### src/dsc_gate_pkg.sv
// Shared constants, register map and helpers for the deep-sleep clock gate bank
package dsc_gate_pkg;

  // Bus geometry, unit count and reset synchroniser depth
  localparam int unsigned DATA_W = 32;
  localparam int unsigned ADDR_W = 12;
  localparam int unsigned UNIT_N = 8;
  localparam int unsigned SYNC_STAGES = 2;

  // Register byte offsets
  localparam logic [ADDR_W-1:0] RUN_CLOCK_CONFIGURATION_OFS = 12'h060;
  localparam logic [ADDR_W-1:0] RUN_CLOCK_GATE_1_OFS = 12'h104;
  localparam logic [ADDR_W-1:0] SLEEP_CLOCK_GATE_1_OFS = 12'h114;
  localparam logic [ADDR_W-1:0] DEEP_SLEEP_CLOCK_GATE_1_OFS = 12'h124;
  localparam logic [ADDR_W-1:0] FAULT_STATUS_OFS = 12'h200;
  localparam logic [ADDR_W-1:0] FAULT_ENABLE_OFS = 12'h204;
  localparam logic [ADDR_W-1:0] FAULT_CLEAR_OFS = 12'h208;
  localparam logic [ADDR_W-1:0] GATE_STATE_OFS = 12'h20C;

  // Gate bit positions inside each 32-bit gating register
  localparam int unsigned ASYNC_SERIAL_A_GATE_BIT = 0;
  localparam int unsigned ASYNC_SERIAL_B_GATE_BIT = 1;
  localparam int unsigned SYNC_SERIAL_PORT_GATE_BIT = 4;
  localparam int unsigned TWO_WIRE_PORT_GATE_BIT = 12;
  localparam int unsigned GENERAL_TIMER_A_GATE_BIT = 16;
  localparam int unsigned GENERAL_TIMER_B_GATE_BIT = 17;
  localparam int unsigned GENERAL_TIMER_C_GATE_BIT = 18;
  localparam int unsigned COMPARATOR_A_GATE_BIT = 24;

  // Implemented (read/write) bits; all others read zero
  localparam logic [DATA_W-1:0] GATE_IMPL_MASK = 32'h0107_1013;
  localparam logic [DATA_W-1:0] GATE_RST = 32'h0000_0000;

  // Run clock configuration fields
  localparam int unsigned AUTO_CLOCK_GATING_SELECT_BIT = 27;
  localparam logic [DATA_W-1:0] RUN_CFG_IMPL_MASK = 32'h0800_0000;
  localparam logic [DATA_W-1:0] RUN_CFG_RST = 32'h0000_0000;

  // Gate state register fields
  localparam int unsigned STATE_MODE_LSB = 8;
  localparam logic [UNIT_N-1:0] UNIT_RST = 8'h00;

  // Power mode seen by the gate selector
  typedef enum logic [1:0] {
    MODE_RUN = 2'b00,
    MODE_SLEEP = 2'b01,
    MODE_DEEP = 2'b10
  } power_mode_e;

  // Bus answer sequencing
  typedef enum logic [0:0] {
    BUS_IDLE = 1'b0,
    BUS_ANSWER = 1'b1
  } bus_state_e;

  // Gather the implemented gate bits into one unit-indexed vector
  function automatic logic [UNIT_N-1:0] pack_units(input logic [DATA_W-1:0] word);
    pack_units = {word[COMPARATOR_A_GATE_BIT], word[GENERAL_TIMER_C_GATE_BIT],
                  word[GENERAL_TIMER_B_GATE_BIT], word[GENERAL_TIMER_A_GATE_BIT],
                  word[TWO_WIRE_PORT_GATE_BIT], word[SYNC_SERIAL_PORT_GATE_BIT],
                  word[ASYNC_SERIAL_B_GATE_BIT], word[ASYNC_SERIAL_A_GATE_BIT]};
  endfunction

  // Merge write data under byte strobes, keeping only writable bits
  function automatic logic [DATA_W-1:0] apply_strobe(input logic [DATA_W-1:0] old_v,
                                                      input logic [DATA_W-1:0] wdata,
                                                      input logic [3:0] strb,
                                                      input logic [DATA_W-1:0] mask);
    logic [DATA_W-1:0] merged;
    merged = old_v;
    for (int i = 0; i < 4; i++) begin
      if (strb[i]) begin
        merged[i*8 +: 8] = wdata[i*8 +: 8];
      end
    end
    apply_strobe = merged & mask;
  endfunction

endpackage

### src/dsc_reset_sync.sv
// Reset release synchroniser: asynchronous assert, clocked release
`timescale 1ns/1ps
module dsc_reset_sync
  import dsc_gate_pkg::*;
(
  input wire logic clock_in, // System clock
  input wire logic nrst_in, // Raw active-low reset
  output logic nrst_sync_out // Released two edges after nrst_in rises
);

  logic [SYNC_STAGES-1:0] stage_r;

  // Shift ones in after release; only the last stage is used
  always_ff @(posedge clock_in or negedge nrst_in) begin
    if (!nrst_in) begin
      stage_r <= '0;
    end else begin
      stage_r <= {stage_r[SYNC_STAGES-2:0], 1'b1};
    end
  end

  assign nrst_sync_out = stage_r[SYNC_STAGES-1];

endmodule

### src/dsc_fault_check.sv
// Flags accesses to units whose clock is currently gated off
`timescale 1ns/1ps
module dsc_fault_check
  import dsc_gate_pkg::*;
#(
  parameter int unsigned UNITS = UNIT_N
) (
  input wire logic clock_in, // System clock
  input wire logic nrst_in, // Synchronised active-low reset
  input wire logic [UNITS-1:0] access_in, // One-cycle access strobe per unit
  input wire logic [UNITS-1:0] gate_en_in, // Effective clock enable per unit
  output logic [UNITS-1:0] fault_out // One-cycle bus fault per unit
);

  logic [UNITS-1:0] fault_r;

  // A gated unit cannot answer, so the access is turned into a fault
  always_ff @(posedge clock_in or negedge nrst_in) begin
    if (!nrst_in) begin
      fault_r <= '0;
    end else begin
      fault_r <= access_in & ~gate_en_in;
    end
  end

  assign fault_out = fault_r;

endmodule

### src/dsc_gate_bank.sv
`timescale 1ns/1ps
module dsc_gate_bank
  import dsc_gate_pkg::*;
#(
  parameter int unsigned UNITS = UNIT_N
) (
  input wire logic clock_in, // System clock, 100 MHz
  input wire logic nrst_in, // Active-low asynchronous reset
  input wire logic psel_in, // APB select
  input wire logic penable_in, // APB access phase
  input wire logic pwrite_in, // APB direction, high for write
  input wire logic [ADDR_W-1:0] paddr_in, // APB byte address
  input wire logic [DATA_W-1:0] pwdata_in, // APB write data
  input wire logic [3:0] pstrb_in, // APB write byte strobes
  output logic [DATA_W-1:0] prdata_out, // APB read data
  output logic pready_out, // APB ready
  output logic pslverr_out, // APB error for unmapped address
  input wire logic sleep_in, // Power controller requests sleep
  input wire logic deep_sleep_in, // Power controller requests deep-sleep
  input wire logic [UNITS-1:0] unit_access_in, // Access strobe toward each unit
  output logic [UNITS-1:0] unit_clk_en_out, // Clock enable to each unit
  output logic [UNITS-1:0] unit_fault_out, // Bus fault pulse per unit
  output logic [1:0] power_mode_out, // Requested mode, registered with the enables; reported even while automatic gating is off
  output logic irq_out // Level interrupt on enabled fault
);

  // Reset copy used by every flip-flop below
  // The raw reset reaches only the synchroniser, never a flop of its own
  logic nrst_sync;

  // Bus sequencing
  bus_state_e bus_state_r;
  bus_state_e bus_state_nxt;
  logic access_start;
  logic access_done;
  logic wr_done;

  // Register file
  logic [DATA_W-1:0] run_clock_configuration_r;
  logic [DATA_W-1:0] run_clock_gate_1_r;
  logic [DATA_W-1:0] sleep_clock_gate_1_r;
  logic [DATA_W-1:0] deep_sleep_clock_gate_1_r;
  logic [UNITS-1:0] fault_status_r;
  logic [UNITS-1:0] fault_status_nxt;
  logic [UNITS-1:0] fault_enable_r;
  logic [UNITS-1:0] fault_clear;

  // Read path
  logic [DATA_W-1:0] rd_value;
  logic addr_hit;
  logic [DATA_W-1:0] prdata_r;
  logic pready_r;
  logic pslverr_r;

  // Gate selection
  logic auto_gating;
  power_mode_e mode_req;
  power_mode_e mode_r;
  logic [DATA_W-1:0] gate_word;
  logic [UNITS-1:0] gate_sel;
  logic [UNITS-1:0] gate_en_r;
  logic [UNITS-1:0] fault_pulse;
  logic irq_r;

  // Release the reset through two flops so no flop leaves reset on a raw edge
  dsc_reset_sync u_reset_sync (
    .clock_in(clock_in),
    .nrst_in(nrst_in),
    .nrst_sync_out(nrst_sync)
  );

  // ---------------------------------------------------------------
  // APB slave: one wait cycle, then ready with registered data
  // ---------------------------------------------------------------

  // Answer is registered so that all bus outputs come from flops
  assign access_start = psel_in && penable_in && (bus_state_r == BUS_IDLE);
  assign access_done = psel_in && penable_in && (bus_state_r == BUS_ANSWER);
  assign wr_done = access_done && pwrite_in && addr_hit;

  // Next bus state
  // Exactly one wait cycle; an access phase held past ready starts a new answer
  always_comb begin
    bus_state_nxt = bus_state_r;
    unique case (bus_state_r)
      BUS_IDLE: begin
        if (access_start) begin
          bus_state_nxt = BUS_ANSWER;
        end
      end
      BUS_ANSWER: begin
        bus_state_nxt = BUS_IDLE;
      end
    endcase
  end

  // Bus state register
  always_ff @(posedge clock_in or negedge nrst_sync) begin
    if (!nrst_sync) begin
      bus_state_r <= BUS_IDLE;
    end else begin
      bus_state_r <= bus_state_nxt;
    end
  end

  // Address decode and read multiplexer
  // Unmapped addresses answer with an error instead of silently reading zero
  always_comb begin
    rd_value = '0;
    addr_hit = 1'b1;
    unique case (paddr_in)
      RUN_CLOCK_CONFIGURATION_OFS: begin
        rd_value = run_clock_configuration_r;
      end
      RUN_CLOCK_GATE_1_OFS: begin
        rd_value = run_clock_gate_1_r;
      end
      SLEEP_CLOCK_GATE_1_OFS: begin
        rd_value = sleep_clock_gate_1_r;
      end
      DEEP_SLEEP_CLOCK_GATE_1_OFS: begin
        rd_value = deep_sleep_clock_gate_1_r & GATE_IMPL_MASK;
      end
      FAULT_STATUS_OFS: begin
        rd_value = {{(DATA_W-UNITS){1'b0}}, fault_status_r};
      end
      FAULT_ENABLE_OFS: begin
        rd_value = {{(DATA_W-UNITS){1'b0}}, fault_enable_r};
      end
      FAULT_CLEAR_OFS: begin
        rd_value = '0; // Write-only, reads zero
      end
      GATE_STATE_OFS: begin
        // Placed by field position so a smaller unit count still lines up
        rd_value[UNITS-1:0] = gate_en_r;
        rd_value[STATE_MODE_LSB +: 2] = mode_r;
      end
      default: begin
        addr_hit = 1'b0;
      end
    endcase
  end

  // Capture the answer one cycle into the access phase
  // Read data is zero outside the answer cycle so a stale word never lingers
  always_ff @(posedge clock_in or negedge nrst_sync) begin
    if (!nrst_sync) begin
      prdata_r <= '0;
      pready_r <= 1'b0;
      pslverr_r <= 1'b0;
    end else begin
      pready_r <= access_start;
      pslverr_r <= access_start && !addr_hit;
      if (access_start && !pwrite_in) begin
        prdata_r <= rd_value;
      end else if (!access_start) begin
        prdata_r <= '0;
      end
    end
  end

  // ---------------------------------------------------------------
  // Gating registers: the three gate words share one layout, reserved bits forced low
  // ---------------------------------------------------------------

  // Run clock configuration holds the automatic gating select
  // Only the select bit is writable; every other bit reads zero
  always_ff @(posedge clock_in or negedge nrst_sync) begin
    if (!nrst_sync) begin
      run_clock_configuration_r <= RUN_CFG_RST;
    end else if (wr_done && paddr_in == RUN_CLOCK_CONFIGURATION_OFS) begin
      run_clock_configuration_r <= apply_strobe(run_clock_configuration_r, pwdata_in,
                                                pstrb_in, RUN_CFG_IMPL_MASK);
    end
  end

  // Run-mode gates
  // Also covers both sleep modes while automatic gating is off
  always_ff @(posedge clock_in or negedge nrst_sync) begin
    if (!nrst_sync) begin
      run_clock_gate_1_r <= GATE_RST;
    end else if (wr_done && paddr_in == RUN_CLOCK_GATE_1_OFS) begin
      run_clock_gate_1_r <= apply_strobe(run_clock_gate_1_r, pwdata_in,
                                         pstrb_in, GATE_IMPL_MASK);
    end
  end

  // Sleep-mode gates
  // Same mask as the other two so all three share one layout
  always_ff @(posedge clock_in or negedge nrst_sync) begin
    if (!nrst_sync) begin
      sleep_clock_gate_1_r <= GATE_RST;
    end else if (wr_done && paddr_in == SLEEP_CLOCK_GATE_1_OFS) begin
      sleep_clock_gate_1_r <= apply_strobe(sleep_clock_gate_1_r, pwdata_in,
                                           pstrb_in, GATE_IMPL_MASK);
    end
  end

  // Deep-sleep gates; everything unclocked after reset
  always_ff @(posedge clock_in or negedge nrst_sync) begin
    if (!nrst_sync) begin
      deep_sleep_clock_gate_1_r <= GATE_RST;
    end else if (wr_done && paddr_in == DEEP_SLEEP_CLOCK_GATE_1_OFS) begin
      // Reserved bits cannot be written, so they always read zero
      deep_sleep_clock_gate_1_r <= apply_strobe(deep_sleep_clock_gate_1_r, pwdata_in,
                                                pstrb_in, GATE_IMPL_MASK);
    end
  end

  // ---------------------------------------------------------------
  // Gate selection by power mode
  // ---------------------------------------------------------------

  // Decides whether the low-power registers are honoured at all
  assign auto_gating = run_clock_configuration_r[AUTO_CLOCK_GATING_SELECT_BIT];

  // Deep-sleep outranks sleep when both requests are high
  // Requests are taken as synchronous; the power controller must not glitch them
  always_comb begin
    if (deep_sleep_in) begin
      mode_req = MODE_DEEP;
    end else if (sleep_in) begin
      mode_req = MODE_SLEEP;
    end else begin
      mode_req = MODE_RUN;
    end
  end

  // Low-power registers only count while automatic gating is selected
  // A mode change swaps whole words, so units never see a mixed enable set
  always_comb begin
    gate_word = run_clock_gate_1_r;
    if (auto_gating) begin
      unique case (mode_req)
        MODE_DEEP: begin
          gate_word = deep_sleep_clock_gate_1_r;
        end
        MODE_SLEEP: begin
          gate_word = sleep_clock_gate_1_r;
        end
        MODE_RUN: begin
          gate_word = run_clock_gate_1_r;
        end
        default: begin
          gate_word = run_clock_gate_1_r;
        end
      endcase
    end
  end

  // One bit per unit: comparator, timers c/b/a, two-wire, sync, async b/a
  assign gate_sel = pack_units(gate_word);

  // Registered enables; a gated unit sees no clock edges and holds still
  // Limitation: a newly enabled unit gets its first edge one cycle after the write
  always_ff @(posedge clock_in or negedge nrst_sync) begin
    if (!nrst_sync) begin
      gate_en_r <= UNIT_RST;
      mode_r <= MODE_RUN;
    end else begin
      gate_en_r <= gate_sel;
      mode_r <= mode_req;
    end
  end

  // ---------------------------------------------------------------
  // Access faults and interrupt
  // ---------------------------------------------------------------

  // Judged against the enables the units actually see this cycle
  // Registering the fault costs a cycle but keeps the pulse free of glitches
  dsc_fault_check #(
    .UNITS(UNITS)
  ) u_fault_check (
    .clock_in(clock_in),
    .nrst_in(nrst_sync),
    .access_in(unit_access_in),
    .gate_en_in(gate_en_r),
    .fault_out(fault_pulse)
  );

  // Write-one-to-clear strobe, only on the completing bus edge
  // Byte strobes are ignored here; a clear always acts on the full word
  assign fault_clear = (wr_done && paddr_in == FAULT_CLEAR_OFS) ? pwdata_in[UNITS-1:0] : '0;

  // A fault in the clearing cycle stays set: set wins over clear
  assign fault_status_nxt = (fault_status_r & ~fault_clear) | fault_pulse;

  // Sticky fault status
  // Reading never clears it; only the clear register does
  always_ff @(posedge clock_in or negedge nrst_sync) begin
    if (!nrst_sync) begin
      fault_status_r <= UNIT_RST;
    end else begin
      fault_status_r <= fault_status_nxt;
    end
  end

  // Fault interrupt enable
  // Only byte lane 0 carries enables, so other lanes are ignored
  always_ff @(posedge clock_in or negedge nrst_sync) begin
    if (!nrst_sync) begin
      fault_enable_r <= UNIT_RST;
    end else if (wr_done && paddr_in == FAULT_ENABLE_OFS && pstrb_in[0]) begin
      fault_enable_r <= pwdata_in[UNITS-1:0];
    end
  end

  // Interrupt level follows status one cycle later
  // Registered so the pin never glitches while status and enable change
  always_ff @(posedge clock_in or negedge nrst_sync) begin
    if (!nrst_sync) begin
      irq_r <= 1'b0;
    end else begin
      irq_r <= |(fault_status_r & fault_enable_r);
    end
  end

  // Outputs, each straight from a flop
  // Flopped ports keep timing at the block edge predictable
  assign prdata_out = prdata_r;
  assign pready_out = pready_r;
  assign pslverr_out = pslverr_r;
  assign unit_clk_en_out = gate_en_r;
  assign unit_fault_out = fault_pulse;
  assign power_mode_out = mode_r;
  assign irq_out = irq_r;

endmodule

### config.mk
export PLATFORM = sky130hd
export DESIGN_NAME = dsc_gate_bank
export DESIGN_NICKNAME = d
export VERILOG_FILES = /design/src/dsc_gate_pkg.sv /design/src/dsc_reset_sync.sv /design/src/dsc_fault_check.sv /design/src/dsc_gate_bank.sv
export SDC_FILE = /design/constraint.sdc
export NUM_CORES = 1
export LEC_CHECK = 0
export BUFFER_PORTS_ARGS = -buffer_cell sky130_fd_sc_hd__buf_2
export CORE_AREA = 2 2 109 111
export DETAILED_ROUTE_END_ITERATION = 10
export DIE_AREA = 0 0 111 113
export GPL_ROUTABILITY_DRIVEN = 0
export GPL_TIMING_DRIVEN = 0
export MAX_ROUTING_LAYER = met4
export PLACE_DENSITY = 0.68
export SYNTH_ARGS = -nofsm -noshare
export SYNTH_HDL_FRONTEND = slang
export SYNTH_SLANG_ARGS = --single-unit
export TNS_END_PERCENT = 1
### constraint.sdc
create_clock -name clock_in -period 4.5 [get_ports clock_in]
set_input_delay 0.9 -clock clock_in [delete_from_list [all_inputs] [get_ports clock_in]]
set_output_delay 0.9 -clock clock_in [all_outputs]
set_load 0.01 [all_outputs]
# Word level (Yosys, flattened, before mapping)
# Cells that the tools add are included.
word_totals:
  input_bits: 63
  output_inout_bits: 53
  mem_count: 0
  wordCells: 85
  reg_bits: 97
  mem_bits_ro: 0
  latch_bits: 0
  ramBits: 0
classes:
  div: 0
  mux: 12
  order_cmp: 0
  mul: 0
  reduce_logical: 31
  eq_ne: 11
  add_sub_neg: 0
  bitwise: 7
  n_shift: 0
op_table:
  columns: ["operator", "n"]
  rows:
  - ["$pmux 18 s4", 1]
  - ["$mux 32", 2]
  - ["$pmux 10 s6", 1]
  - ["$pmux 25 s2", 1]
  - ["$eq 12x10->1 const B", 4]
  - ["$eq 12x9->1 const B", 3]
  - ["$reduce_and 2->1", 13]
  - ["$mux 25", 1]
  - ["$and 8x8->8", 3]
  - ["$not 8->8", 2]
  - ["$reduce_or 8->1", 2]
  - ["$logic_and 1x1->1", 14]
  - ["$eq 12x7->1 const B", 1]
  - ["$mux 8", 1]
  - ["$or 8x8->8", 1]
  - ["$mux 1", 3]
  - ["$eq 2x1->1 const B", 1]
  - ["$eq 2x2->1 const B", 1]
  - ["$logic_not 1->1", 2]
  - ["$mux 2", 1]
  - ["$ne 2x1->1 const B", 1]
  - ["$pmux 1 s2", 1]
  - ["$not 1->1", 1]

# Longest topological paths before layout
# Gate-level depths: netlist (run 1).
depth:
  word_depth: 9
  ltp_mapped: 7
  depth_no_buf: 4

# By module
# Synthesis (run 1) repeated with hierarchy kept, for this count alone.
hier_totals:
  cells_unflattened: 324
  hier_area_um2: 3842.4
by_module_without_submodules:
  columns: ["module", "cells_per_inst", "area_per_inst_um2", "n_inst"]
  rows:
  - ["dsc_gate_bank", 305, 3478.3, 1]
  - ["dsc_fault_check", 16, 310.3, 1]
  - ["dsc_reset_sync", 3, 53.8, 1]

# Worst setup path before layout (run 1)
# No wires, ideal clock.
synth_timing:
  path_kind: "input port to flip-flop"
  start: "input paddr_in[9]"
  end: "register sleep_clock_gate_1_r[0]"
  cell_stages: 6
  setup_time_ns: 0.128
  n_path_buf: 2
  arrival_time_ns: 2.643
  setup_slack_ns: 1.730
  required_ns: 4.372
  path_cell_list: "or4b_1 -> clkbuf_1 -> or3_1 -> buf_6 -> nor3_4 -> mux2_1"
synth_via:
  elab_chain_len: 6
  elab_cells_between_ends: 13
  classes_between: "eq/ne (8); mux (1); reduce/logical (4)"
synth_rtl:
  columns: ["item", "line", "rtl"]
  rows:
  - ["from (decl)", "dsc_gate_bank.sv:12", "input wire logic [ADDR_W-1:0] paddr_in,"]
  - ["$eq 12x7->1 (tied with other cells)", "dsc_gate_bank.sv:111", "unique case (paddr_in)"]
  - ["$reduce_or 8->1 (no source line)", null, null]
  - ["$mux 1", "dsc_gate_bank.sv:111", null]
  - ["$logic_and 1x1->1", "dsc_gate_bank.sv:79", "assign wr_done = access_done && pwrite_in && addr_hit;"]
  - ["$logic_and 1x1->1 *", "dsc_gate_bank.sv:193", "end else if (wr_done && paddr_in == SLEEP_CLOCK_GATE_1_OFS) begin"]
  - ["$reduce_and 2->1 (no source line) *", null, null]
  - ["to (signal assigned)", "dsc_gate_bank.sv:194", "sleep_clock_gate_1_r <= apply_strobe(sleep_clock_gate_1_r, pwdata_in,"]
  - ["to (decl)", "dsc_gate_bank.sv:41", "logic [DATA_W-1:0] sleep_clock_gate_1_r;"]
# Mark *: on every way between the ends. The rest lies on a longest branch, timed or not.
# A chain may end at the register's enable or synchronous reset.

# Worst setup path in the final report (run 1)
layout_timing:
  start: "input paddr_in[8]"
  end: "register prdata_r[4] (netlist: prdata_out[4])"
layout_via:
  elab_chain_len: 3
  elab_cells_between_ends: 8
  classes_between: "eq/ne (6); mux (2)"
layout_rtl:
  columns: ["item", "line", "rtl"]
  rows:
  - ["$eq 12x10->1 / $eq 12x9->1 (equally long branches)", "dsc_gate_bank.sv:111", null]
  - ["$pmux 10 s6 *", "dsc_gate_bank.sv:111", null]
  - ["$mux 32 *", "dsc_gate_bank.sv:154", "if (access_start && !pwrite_in) begin"]
  - ["to (signal assigned)", "dsc_gate_bank.sv:155", "prdata_r <= rd_value;"]
  - ["to (decl)", "dsc_gate_bank.sv:51", "logic [DATA_W-1:0] prdata_r;"]
# Marked as above.

==> results of run 1 <==
-- routing by layer --
layer	share of wire (%)	global-route usage, %	vias to the layer above
met4	1.0	4.17	0
li1	-	-	1472
met5	0	-	-
met1	41	21.1	1570
met2	51	30.7	132
met3	7.1	5.68	12
-- final cells by class --
cell class                      count  share of cell area, %
Antenna cell                        2                  0.103
Inverter                            5                  0.386
Multi-Input combinational cell    244                   35.2
Timing Repair Buffer               77                   8.38
Clock buffer                       11                   4.78
Buffer                             37                   4.63
Sequential cell                    80                   41.2
Clock inverter                      5                   1.67
Tap cell                          143                   3.68
-- sequential cells by signal, summed over array words and instances, names as in the netlist --
register	count
bus_state_r	1
deep_sleep_clock_gate_1_r	8
fault_enable_r	8
fault_status_r	8
irq_out	1
power_mode_out	2
prdata_out	16
pslverr_out	1
run_clock_configuration_r	1
run_clock_gate_1_r	8
sleep_clock_gate_1_r	8
u_fault_check.fault_out	8
u_reset_sync.stage_r	2
unit_clk_en_out	8
-- logic make-up after synthesis --
kind of cell | share of synthesized area (%)
multiplexers | 12.1
AND/OR/NAND/NOR | 16.8
buffers and inverters | 6.25
other | 0.192
flip-flops | 51.3
AO/OA/AOI/OAI | 13.3
-- power groups by stage --
stage                     registers (mW)  logic (mW)  clock network, mW
after floorplan                    0.756      0.0566                  0
after global placement             0.757       0.100                  0
after detailed placement           0.747       0.116                  0
after CTS                          0.734       0.117              0.788
after global routing               0.735       0.129              0.817
final                              0.734       0.117              0.767
-- critical path, cell delays in order --
cell and delay, ns:
buf_2 0.11, or4b_2 0.75, clkbuf_1 0.27, nor3_1 0.57, a22oi_1 0.19, a22oi_1 0.21
-- cell usage in the layout, fill, tap and decap left out, types with 3 or more instances in the layout --
cell       instances
mux2_1            12
conb_1            17
dfrtp_1           79
mux2_2            21
o2bb2ai_1          4
o21ai_0           12
a22o_1             5
nand3_1           10
clkbuf_16          9
nor3_4             4
a22oi_1           12
o41ai_1            3
nor2_1             8
nor2b_1           12
a21oi_1           15
clkbuf_1          13
inv_1              4
a21o_1             8
nand2_1           20
mux2i_1           10
nor3_1            12
o22ai_1           16
nor4_1            10
buf_4             17
nand4_1            3
buf_2             82
nand3b_1           3
-- worst paths after layout --
| path | endpoint | slack (ns) | cells after the start | startpoint |
|---|---|---|---|---|
| max | prdata_out[4] | 1.75 | 6 | paddr_in[8] |
| min | deep_sleep_clock_gate_1_r[0] | 0.19 | 0 | u_reset_sync.stage_r[1] |
| max reg2reg | fault_enable_r[3] | 2.23 | 5 | bus_state_r |
| min reg2reg | deep_sleep_clock_gate_1_r[0] | 0.19 | 0 | u_reset_sync.stage_r[1] |
| max in group asynchronous | sleep_clock_gate_1_r[24] | 3.73 | 1 | u_reset_sync.stage_r[1] |
| min in group clock_in | u_reset_sync.stage_r[1] | 0.35 | 0 | u_reset_sync.stage_r[0] |
==> results.py, run 1 <==
metrics = {
    "status": {
        "status": "complete, no violations",
    },
    "cells_and_area": {
        "fin_util_pct": 43.2,
        "design_area_um2": 4870,
        "fill_cells": 1096,
        "syn_to_final_growth_pct": 24.8,
        "fin_cells": 604,
        "register_area_um2": 2010,
        "multi_input_area_um2": 1710,
        "drive_above_1_share_pct": 32.9,
        "fin_nets": 517,
    },
    "placement": {
        "port_buffers": 76,
        "dp_slack_ns": 1.49,
        "place_inst": 586,
        "placed_area_um2": 4550,
        "dp_hpwl_um": 8080,
    },
    "synth": {
        "yosys.area.top_type": "dfrtp_1",
        "ys_ff_latch": 80,
        "async_reset_ff_share_pct": 100,
        "yosysMostFrequentCell": "dfrtp_1",
        "yosysSeqAreaShare_pct": 51.3,
        "synthTopCellsByCount": "80 x dfrtp_1, 21 x mux2_2, 20 x nand2_1",
        "synth_top_area_share_pct": 51.3,
        "synth_edf_count": 0,
        "yosys.cell_types.count": 47,
        "yosysWarnings": 0,
        "synth_top_flop_cell": "dfrtp_1",
        "synth_area_per_cell_um2": 11.1,
        "syn_area_um2": 3900,
        "syn_inst": 351,
        "synthTopCellsByArea": "dfrtp_1 51%, mux2_2 6.1%, mux2_1 3.5%",
    },
    "detailed_routing": {
        "drc": 0,
        "wire_per_inst_um": 17.8,
        "ant_nets": 0,
        "dr.pass1.iters": 6,
        "vias": 3186,
        "wirelength_um": 10800,
        "viasPerCell": 5.27,
        "dr.first_iter.drc_count": 270,
    },
    "cts": {
        "postCtsSetupRepairBufs": 0,
        "post_cts_resized": 0,
        "cts_tree": "yes",
        "ctsHoldBuffers": 0,
        "clk_root_buffer_cell": "clkbuf_16",
        "clock_path_buffers": 2,
        "clock_sinks": 80,
        "clock_latency_ns": 0.34,
        "clkTransAtPathRegs_ns": 0.06,
        "h-tree-depth": 3,
        "numCtsBuffers": 9,
    },
    "sta": {
        "slew-limit-headroom_pct": 35.7,
        "rsz0062_at_grt": "no",
        "fin_tns_setup_ns": 0,
        "fin_hold_ws_ns": 0.194,
        "fin_crit_ns": 2.75,
        "hold_viol": 0,
        "worst_slew_pin_slew_ns": 0.958,
        "fmax_mhz": 363,
        "finalMaxSlewViolations": 0,
        "setup_viol": 0,
        "fin_ws_ns": 1.75,
        "finalCritPeriodShare_pct": 61.2,
        "clock_skew_ns": 0.00820,
    },
    "power_and_ir_drop": {
        "cellLeakagePower_nw": 2.31,
        "switching_power_mw": 0.359,
        "ir_worst_vdd_v": 0.000220,
        "power_density_nw_per_um2": 332,
        "p_int_mw": 1.26,
        "p_comb_share_pct": 7.2,
        "swShare_pct": 22.2,
        "clkPwrFrac_pct": 47.4,
        "finalPower_mw": 1.62,
        "power_frac_seq_pct": 45.4,
    },
    "critical_path": {
        "critPathKind": "in -> reg",
        "cp-start-kind": "input port",
        "endpoint_kind": "register",
        "cp.arrival_ns": 3.01,
        "cp.required_ns": 4.76,
        "crit_path_max_fanout": 10,
    },
    "worst_hold_path": {
        "worstHoldPathType": "reg -> async",
    },
    "run": {
        "maxCapViolCount": 0,
    },
    "floorplan": {
        "dieArea_um2": 12500,
        "io_pins": 116,
        "start_util_pct": 34.6,
        "dieWidth_um": 111,
        "core_area_um2": 11300,
        "die_y_um": 113,
        "rows": 39,
    },
    "grt": {
        "grt_pass1_wl_um": 17200,
        "grt_pass1_vias": 3181,
        "grt.total_usage_pct": 18.1,
        "grt_max_degree": 63,
        "antenna_found_initial": 2,
        "gr-total-overflow": 0,
    },
}
No activity file was read; power rests on OpenSTA's default activity.
==> run 2: changes to the inputs <==
- clock period: 4.5 -> 2.7 ns (I/O delays scaled with it)
==> run 2 against run 1 <==
Power up 67%. Worst hold slack about the same. Cell count up 0.17%. Combinational power up 68%. Clock-buffer cell count unchanged. Sequential share of layout area down 0.085 points. Highest routed layer unchanged.
==> results.py, run 2 (synthesis gave the netlist of run 1 again) <==
metrics = {
    "power_and_ir_drop": {
        "power_density_nw_per_um2": 553,
        "cellLeakagePower_nw": 2.31,
        "finalPower_mw": 2.70,
        "p_int_mw": 2.10,
        "power_frac_seq_pct": 45.3,
        "swShare_pct": 22.2,
        "p_comb_share_pct": 7.2,
        "clkPwrFrac_pct": 47.4,
        "ir_worst_vdd_v": 0.000368,
        "switching_power_mw": 0.600,
    },
    "critical_path": {
        "cp.required_ns": 2.96,
        "critPathKind": "in -> reg",
        "crit_path_max_fanout": 10,
        "cp-endpoint": "prdata_out[4]",
        "cp.arrival_ns": 2.65,
        "cp-startpoint": "paddr_in[8]",
        "r2r-start": "bus_state_r",
        "cp-start-kind": "input port",
        "r2r_slack_ns": 0.43,
        "timing.rr.end": "fault_enable_r[3]",
        "rr_worst_depth": 5,
        "endpoint_kind": "register",
    },
    "cts": {
        "clkTransAtPathRegs_ns": 0.06,
        "clock_sinks": 80,
        "cts_tree": "yes",
        "clk_root_buffer_cell": "clkbuf_16",
        "postCtsSetupRepairBufs": 0,
        "clock_latency_ns": 0.34,
        "h-tree-depth": 3,
        "numCtsBuffers": 9,
        "clock_path_buffers": 2,
    },
    "detailed_routing": {
        "vias": 3193,
        "dr.pass1.iters": 4,
        "ant_nets": 0,
        "wirelength_um": 10800,
        "dr.first_iter.drc_count": 267,
        "drc": 0,
        "viasPerCell": 5.28,
        "wire_per_inst_um": 17.8,
    },
    "sta": {
        "worst_slew_pin_slew_ns": 0.948,
        "fin_hold_ws_ns": 0.194,
        "finalMaxSlewViolations": 0,
        "fin_crit_ns": 2.39,
        "setup_viol": 0,
        "finalCritPeriodShare_pct": 88.5,
        "fmax_mhz": 418,
        "fin_ws_ns": 0.310,
        "slew-limit-headroom_pct": 36.3,
        "hold_viol": 0,
        "clock_skew_ns": 0.00881,
        "rsz0062_at_grt": "no",
    },
    "cells_and_area": {
        "layout_commonest_cell": "buf_2",
        "drive_above_1_share_pct": 32.8,
        "syn_to_final_growth_pct": 25.0,
        "largest_register_ffs": 16,
        "register_area_um2": 2010,
        "multi_input_area_um2": 1710,
        "fill_cells": 1095,
        "fin_nets": 518,
        "most-common-layout-cells": "82 x buf_2, 79 x dfrtp_1, 21 x mux2_2",
    },
    "run": {
        "maxCapViolCount": 0,
    },
    "floorplan": {
        "start_util_pct": 34.6,
        "die_y_um": 113,
        "rows": 39,
        "dieArea_um2": 12500,
        "core_area_um2": 11300,
        "dieWidth_um": 111,
        "io_pins": 116,
    },
    "grt": {
        "grt_max_degree": 63,
        "grt_pass1_vias": 3189,
        "grt_pass1_wl_um": 17200,
        "grt.total_usage_pct": 18.1,
        "antenna_found_initial": 2,
        "gr-total-overflow": 0,
    },
    "placement": {
        "port_buffers": 76,
        "dp_slack_ns": 0.0484,
        "dp_hpwl_um": 8080,
    },
    "worst_hold_path": {
        "worstHoldPathType": "reg -> async",
    },
    "status": {
        "status": "complete, no violations",
    },
}
[run 2: cell count changes in the layout (fill, tap and decap cells not counted)]
cell           before  now
dlygate4sd3_1       0    1
[run 2: metrics by stage]
step	utilization, %	TNS [ns]	std cells	area, um2
2_1_floorplan	-	0	366	3960
3_3_place_gp	40.1	-41.07	585	4520
3_5_place_dp	40.4	0	586	4550
4_1_cts	43.2	0	603	4870
5_1_grt	43.3	0	605	4880
6_report	43.3	0	605	4880
[run 2: final cells by class]
type,instances,area share (%)
repair buffers,78,8.57
inverters,5,0.385
clock inverters,5,1.67
clock buffers,11,4.77
plain buffers,37,4.62
multi-input cells,244,35.1
well taps,143,3.67
flip-flops and latches,80,41.1
diodes,2,0.103
[run 2: how the worst min path moves through the flow]
| stage | startpoint | end |
|---|---|---|
| floorplan | nrst_in | u_reset_sync.stage_r[0] |
| global placement | nrst_in | u_reset_sync.stage_r[0] |
| detailed placement | u_reset_sync.stage_r[1] | deep_sleep_clock_gate_1_r[0] |
| CTS | u_reset_sync.stage_r[1] | deep_sleep_clock_gate_1_r[0] |
| global route | u_reset_sync.stage_r[1] | deep_sleep_clock_gate_1_r[0] |
| finish | u_reset_sync.stage_r[1] | deep_sleep_clock_gate_1_r[0] |
[run 2: per-layer routing]
layer / GRT usage, % / wire length, um
met5: - / 0
met4: 4.17 / 97
met3: 5.68 / 758
met2: 30.8 / 5520
met1: 21.1 / 4400
[run 2: critical path, stage by stage]
cell and delay (ns):
buf_2 0.11, or4b_2 0.75, clkbuf_1 0.27, nor3_1 0.56, a22oi_1 0.19, a22oi_1 0.21
[run 2: what timing repair did]
item,in CTS,in global routing
resized for setup,0,0
hold endpoints to repair,2,0
hold buffers,1,0
[run 2: power groups by stage]
stage / clock network, mW / logic, mW / registers [mW]
3_5_place_dp: 0 / 0.194 / 1.25
3_3_place_gp: 0 / 0.167 / 1.26
6_report: 1.28 / 0.196 / 1.22
2_1_floorplan: 0 / 0.0943 / 1.26
4_1_cts: 1.31 / 0.196 / 1.22
5_1_grt: 1.36 / 0.216 / 1.22
==> run 3: changes to the inputs <==
- CORE_AREA: 2 2 109 111 -> 2 2 89 91
- CTS_BUF_LIST: not set -> sky130_fd_sc_hd__clkbuf_2
- DIE_AREA: 0 0 111 113 -> 0 0 91 93
- PLACE_DENSITY: 0.68 -> 0.92
==> run 3 against run 2 <==
Utilization is 18 points higher. Cell count is 7.3% lower. First-iteration DRC count up 31%. Non-clock buffer count stayed put. Global-route usage rose by 7.3 points. Sequential share of layout area rose by 2.4 points. Cell area is 5.5% lower. Wire length decreased by 4.3%. Fmax grew 4.1%. Critical endpoint is now fault_enable_r[5]. Largest cell class unchanged.
==> results.py, run 3 (synthesis gave the netlist of run 1 again) <==
metrics = {
    "floorplan": {
        "dieArea_um2": 8460,
        "core_area_um2": 7530,
        "dieWidth_um": 91,
        "rows": 32,
        "die_y_um": 93,
        "io_pins": 116,
        "start_util_pct": 51.8,
    },
    "cts": {
        "clock_sinks": 80,
        "cts_tree": "yes",
        "postCtsSetupRepairBufs": 0,
        "numCtsBuffers": 9,
        "h-tree-depth": 3,
        "clock_latency_ns": 0.54,
        "clock_path_buffers": 2,
        "clkTransAtPathRegs_ns": 0.21,
        "clk_root_buffer_cell": "clkbuf_2",
    },
    "power_and_ir_drop": {
        "power_density_nw_per_um2": 442,
        "clkPwrFrac_pct": 30.3,
        "finalPower_mw": 2.04,
        "swShare_pct": 26.3,
        "power_frac_seq_pct": 60.1,
        "cellLeakagePower_nw": 2.23,
        "ir_worst_vdd_v": 0.000258,
        "switching_power_mw": 0.537,
        "p_comb_share_pct": 9.6,
        "p_int_mw": 1.50,
    },
    "detailed_routing": {
        "ant_nets": 0,
        "viasPerCell": 6.02,
        "dr.first_iter.drc_count": 350,
        "dr.pass1.iters": 5,
        "vias": 3376,
        "wire_per_inst_um": 18.4,
        "drc": 0,
        "wirelength_um": 10300,
    },
    "critical_path": {
        "crit_slowest_cell": "nor4_4",
        "cp.arrival_ns": 2.73,
        "cp-start-kind": "register",
        "endpoint_kind": "register",
        "crit_path_max_fanout": 8,
        "cp.required_ns": 3.14,
        "slowest_delay_ns": 0.57,
        "worst-path-buf-inv": 1,
        "path_cells": "and4_1, clkbuf_1, nand2_1, nor4_4, mux2_2",
        "critPathTopFamily": "simple AND/OR/NAND/NOR gates",
        "critPathKind": "reg -> reg",
    },
    "sta": {
        "slew-limit-headroom_pct": 30.2,
        "hold_viol": 0,
        "clock_skew_ns": 0.0221,
        "finalMaxSlewViolations": 0,
        "rsz0062_at_grt": "no",
        "worst_slew_pin_slew_ns": 1.04,
        "fin_crit_ns": 2.30,
        "fmax_mhz": 436,
        "setup_viol": 0,
        "finalCritPeriodShare_pct": 85.0,
    },
    "grt": {
        "antenna_found_initial": 0,
        "grt_max_degree": 58,
        "gr-total-overflow": 0,
        "grt.total_usage_pct": 25.4,
        "grt_pass1_vias": 3236,
        "grt_pass1_wl_um": 16300,
    },
    "cells_and_area": {
        "layout_commonest_cell": "buf_2",
        "fin_nets": 518,
        "largest_register_ffs": 16,
        "syn_to_final_growth_pct": 18.1,
        "most-common-layout-cells": "82 x buf_2, 79 x dfrtp_1, 21 x mux2_2",
        "drive_above_1_share_pct": 32.9,
        "fill_cells": 623,
        "design_area_um2": 4610,
        "antenna_cells": 0,
    },
    "run": {
        "maxCapViolCount": 0,
    },
    "worst_hold_path": {
        "worstHoldPathType": "in -> reg",
    },
    "status": {
        "status": "complete, no violations",
    },
    "placement": {
        "dp_hpwl_um": 7500,
        "port_buffers": 76,
        "placed_area_um2": 4500,
    },
}
[run 3: cell types whose count changed in the layout (fill, tap and decap cells not counted), moves of 2 or more]
cell       change
clkbuf_2      +11
clkbuf_16      -9
clkbuf_1       -2
diode_2        -2
[run 3: cell type report]
type | count | area (um2) | share of cell area [%]
buffer | 37 | 225 | 4.89
timing repair buffer | 78 | 418 | 9.07
sequential | 80 | 2010 | 43.5
tap | 102 | 128 | 2.77
multi-input combinational | 244 | 1710 | 37.2
clock buffer | 11 | 55.1 | 1.19
clock inverter | 4 | 46.3 | 1.00
inverter | 5 | 18.8 | 0.407
[run 3: through the flow]
stage | worst slack, ns | utilization, % | hold slack (ns) | TNS (ns) | std cells
final | 0.405 | 61.2 | 0.139 | 0 | 561
after global routing | 0.320 | 61.2 | 0.100 | 0 | 561
after CTS | 0.435 | 61.2 | 0.135 | 0 | 561
after detailed placement | 0.0178 | 59.8 | 0.233 | 0 | 545
after global placement | -0.419 | 59.3 | 0.325 | -32.43 | 544
after floorplan | 0.290 | - | 0.244 | 0 | 366
[run 3: what timing repair did]
item                                    4_1_cts  5_1_grt
hold buffers                                  1        0
hold endpoints to repair                      2        0
resized for setup                             0        0
endpoints found under the setup margin        0        0
[run 3: per-layer routing]
layer  wire (um)  track usage, %  part of all wire (%)  up-vias
met2        5130            40.9                    50      242
met3        1040            6.61                    10       34
met4         296            8.33                   2.9        0
li1            -               -                     -     1475
met1        3840            31.6                    37     1625
met5           0               -                     0        -
[run 3: power groups by stage]
| stage | Clock, mW | Combinational (mW) | Sequential [mW] |
|---|---|---|---|
| after floorplan | 0 | 0.0943 | 1.26 |
| after global placement | 0 | 0.166 | 1.26 |
| after detailed placement | 0 | 0.191 | 1.25 |
| after CTS | 0.616 | 0.193 | 1.23 |
| after global routing | 0.672 | 0.212 | 1.23 |
| final | 0.618 | 0.196 | 1.23 |
[run 3: final timing paths]
| check | startpoint | endpoint | slack [ns] | depth (start not counted) |
|---|---|---|---|---|
| setup / recovery | bus_state_r | fault_enable_r[5] | 0.40 | 5 |
| min in group asynchronous | u_reset_sync.stage_r[1] | deep_sleep_clock_gate_1_r[4] | 0.22 | 0 |
| max in group asynchronous | u_reset_sync.stage_r[1] | fault_enable_r[4] | 1.89 | 1 |
| setup reg to reg | bus_state_r | fault_enable_r[5] | 0.40 | 5 |
| hold reg to reg | u_reset_sync.stage_r[1] | deep_sleep_clock_gate_1_r[4] | 0.22 | 0 |
| hold / removal | deep_sleep_in | power_mode_out[1] | 0.14 | 1 |
[run 3: worst reg2reg max path, stage by stage, from the launching register on]
cell and delay, ns:
dfrtp_1 0.39, and4_1 0.19, clkbuf_1 0.32, nand2_1 0.32
nor4_4 0.58, mux2_2 0.42
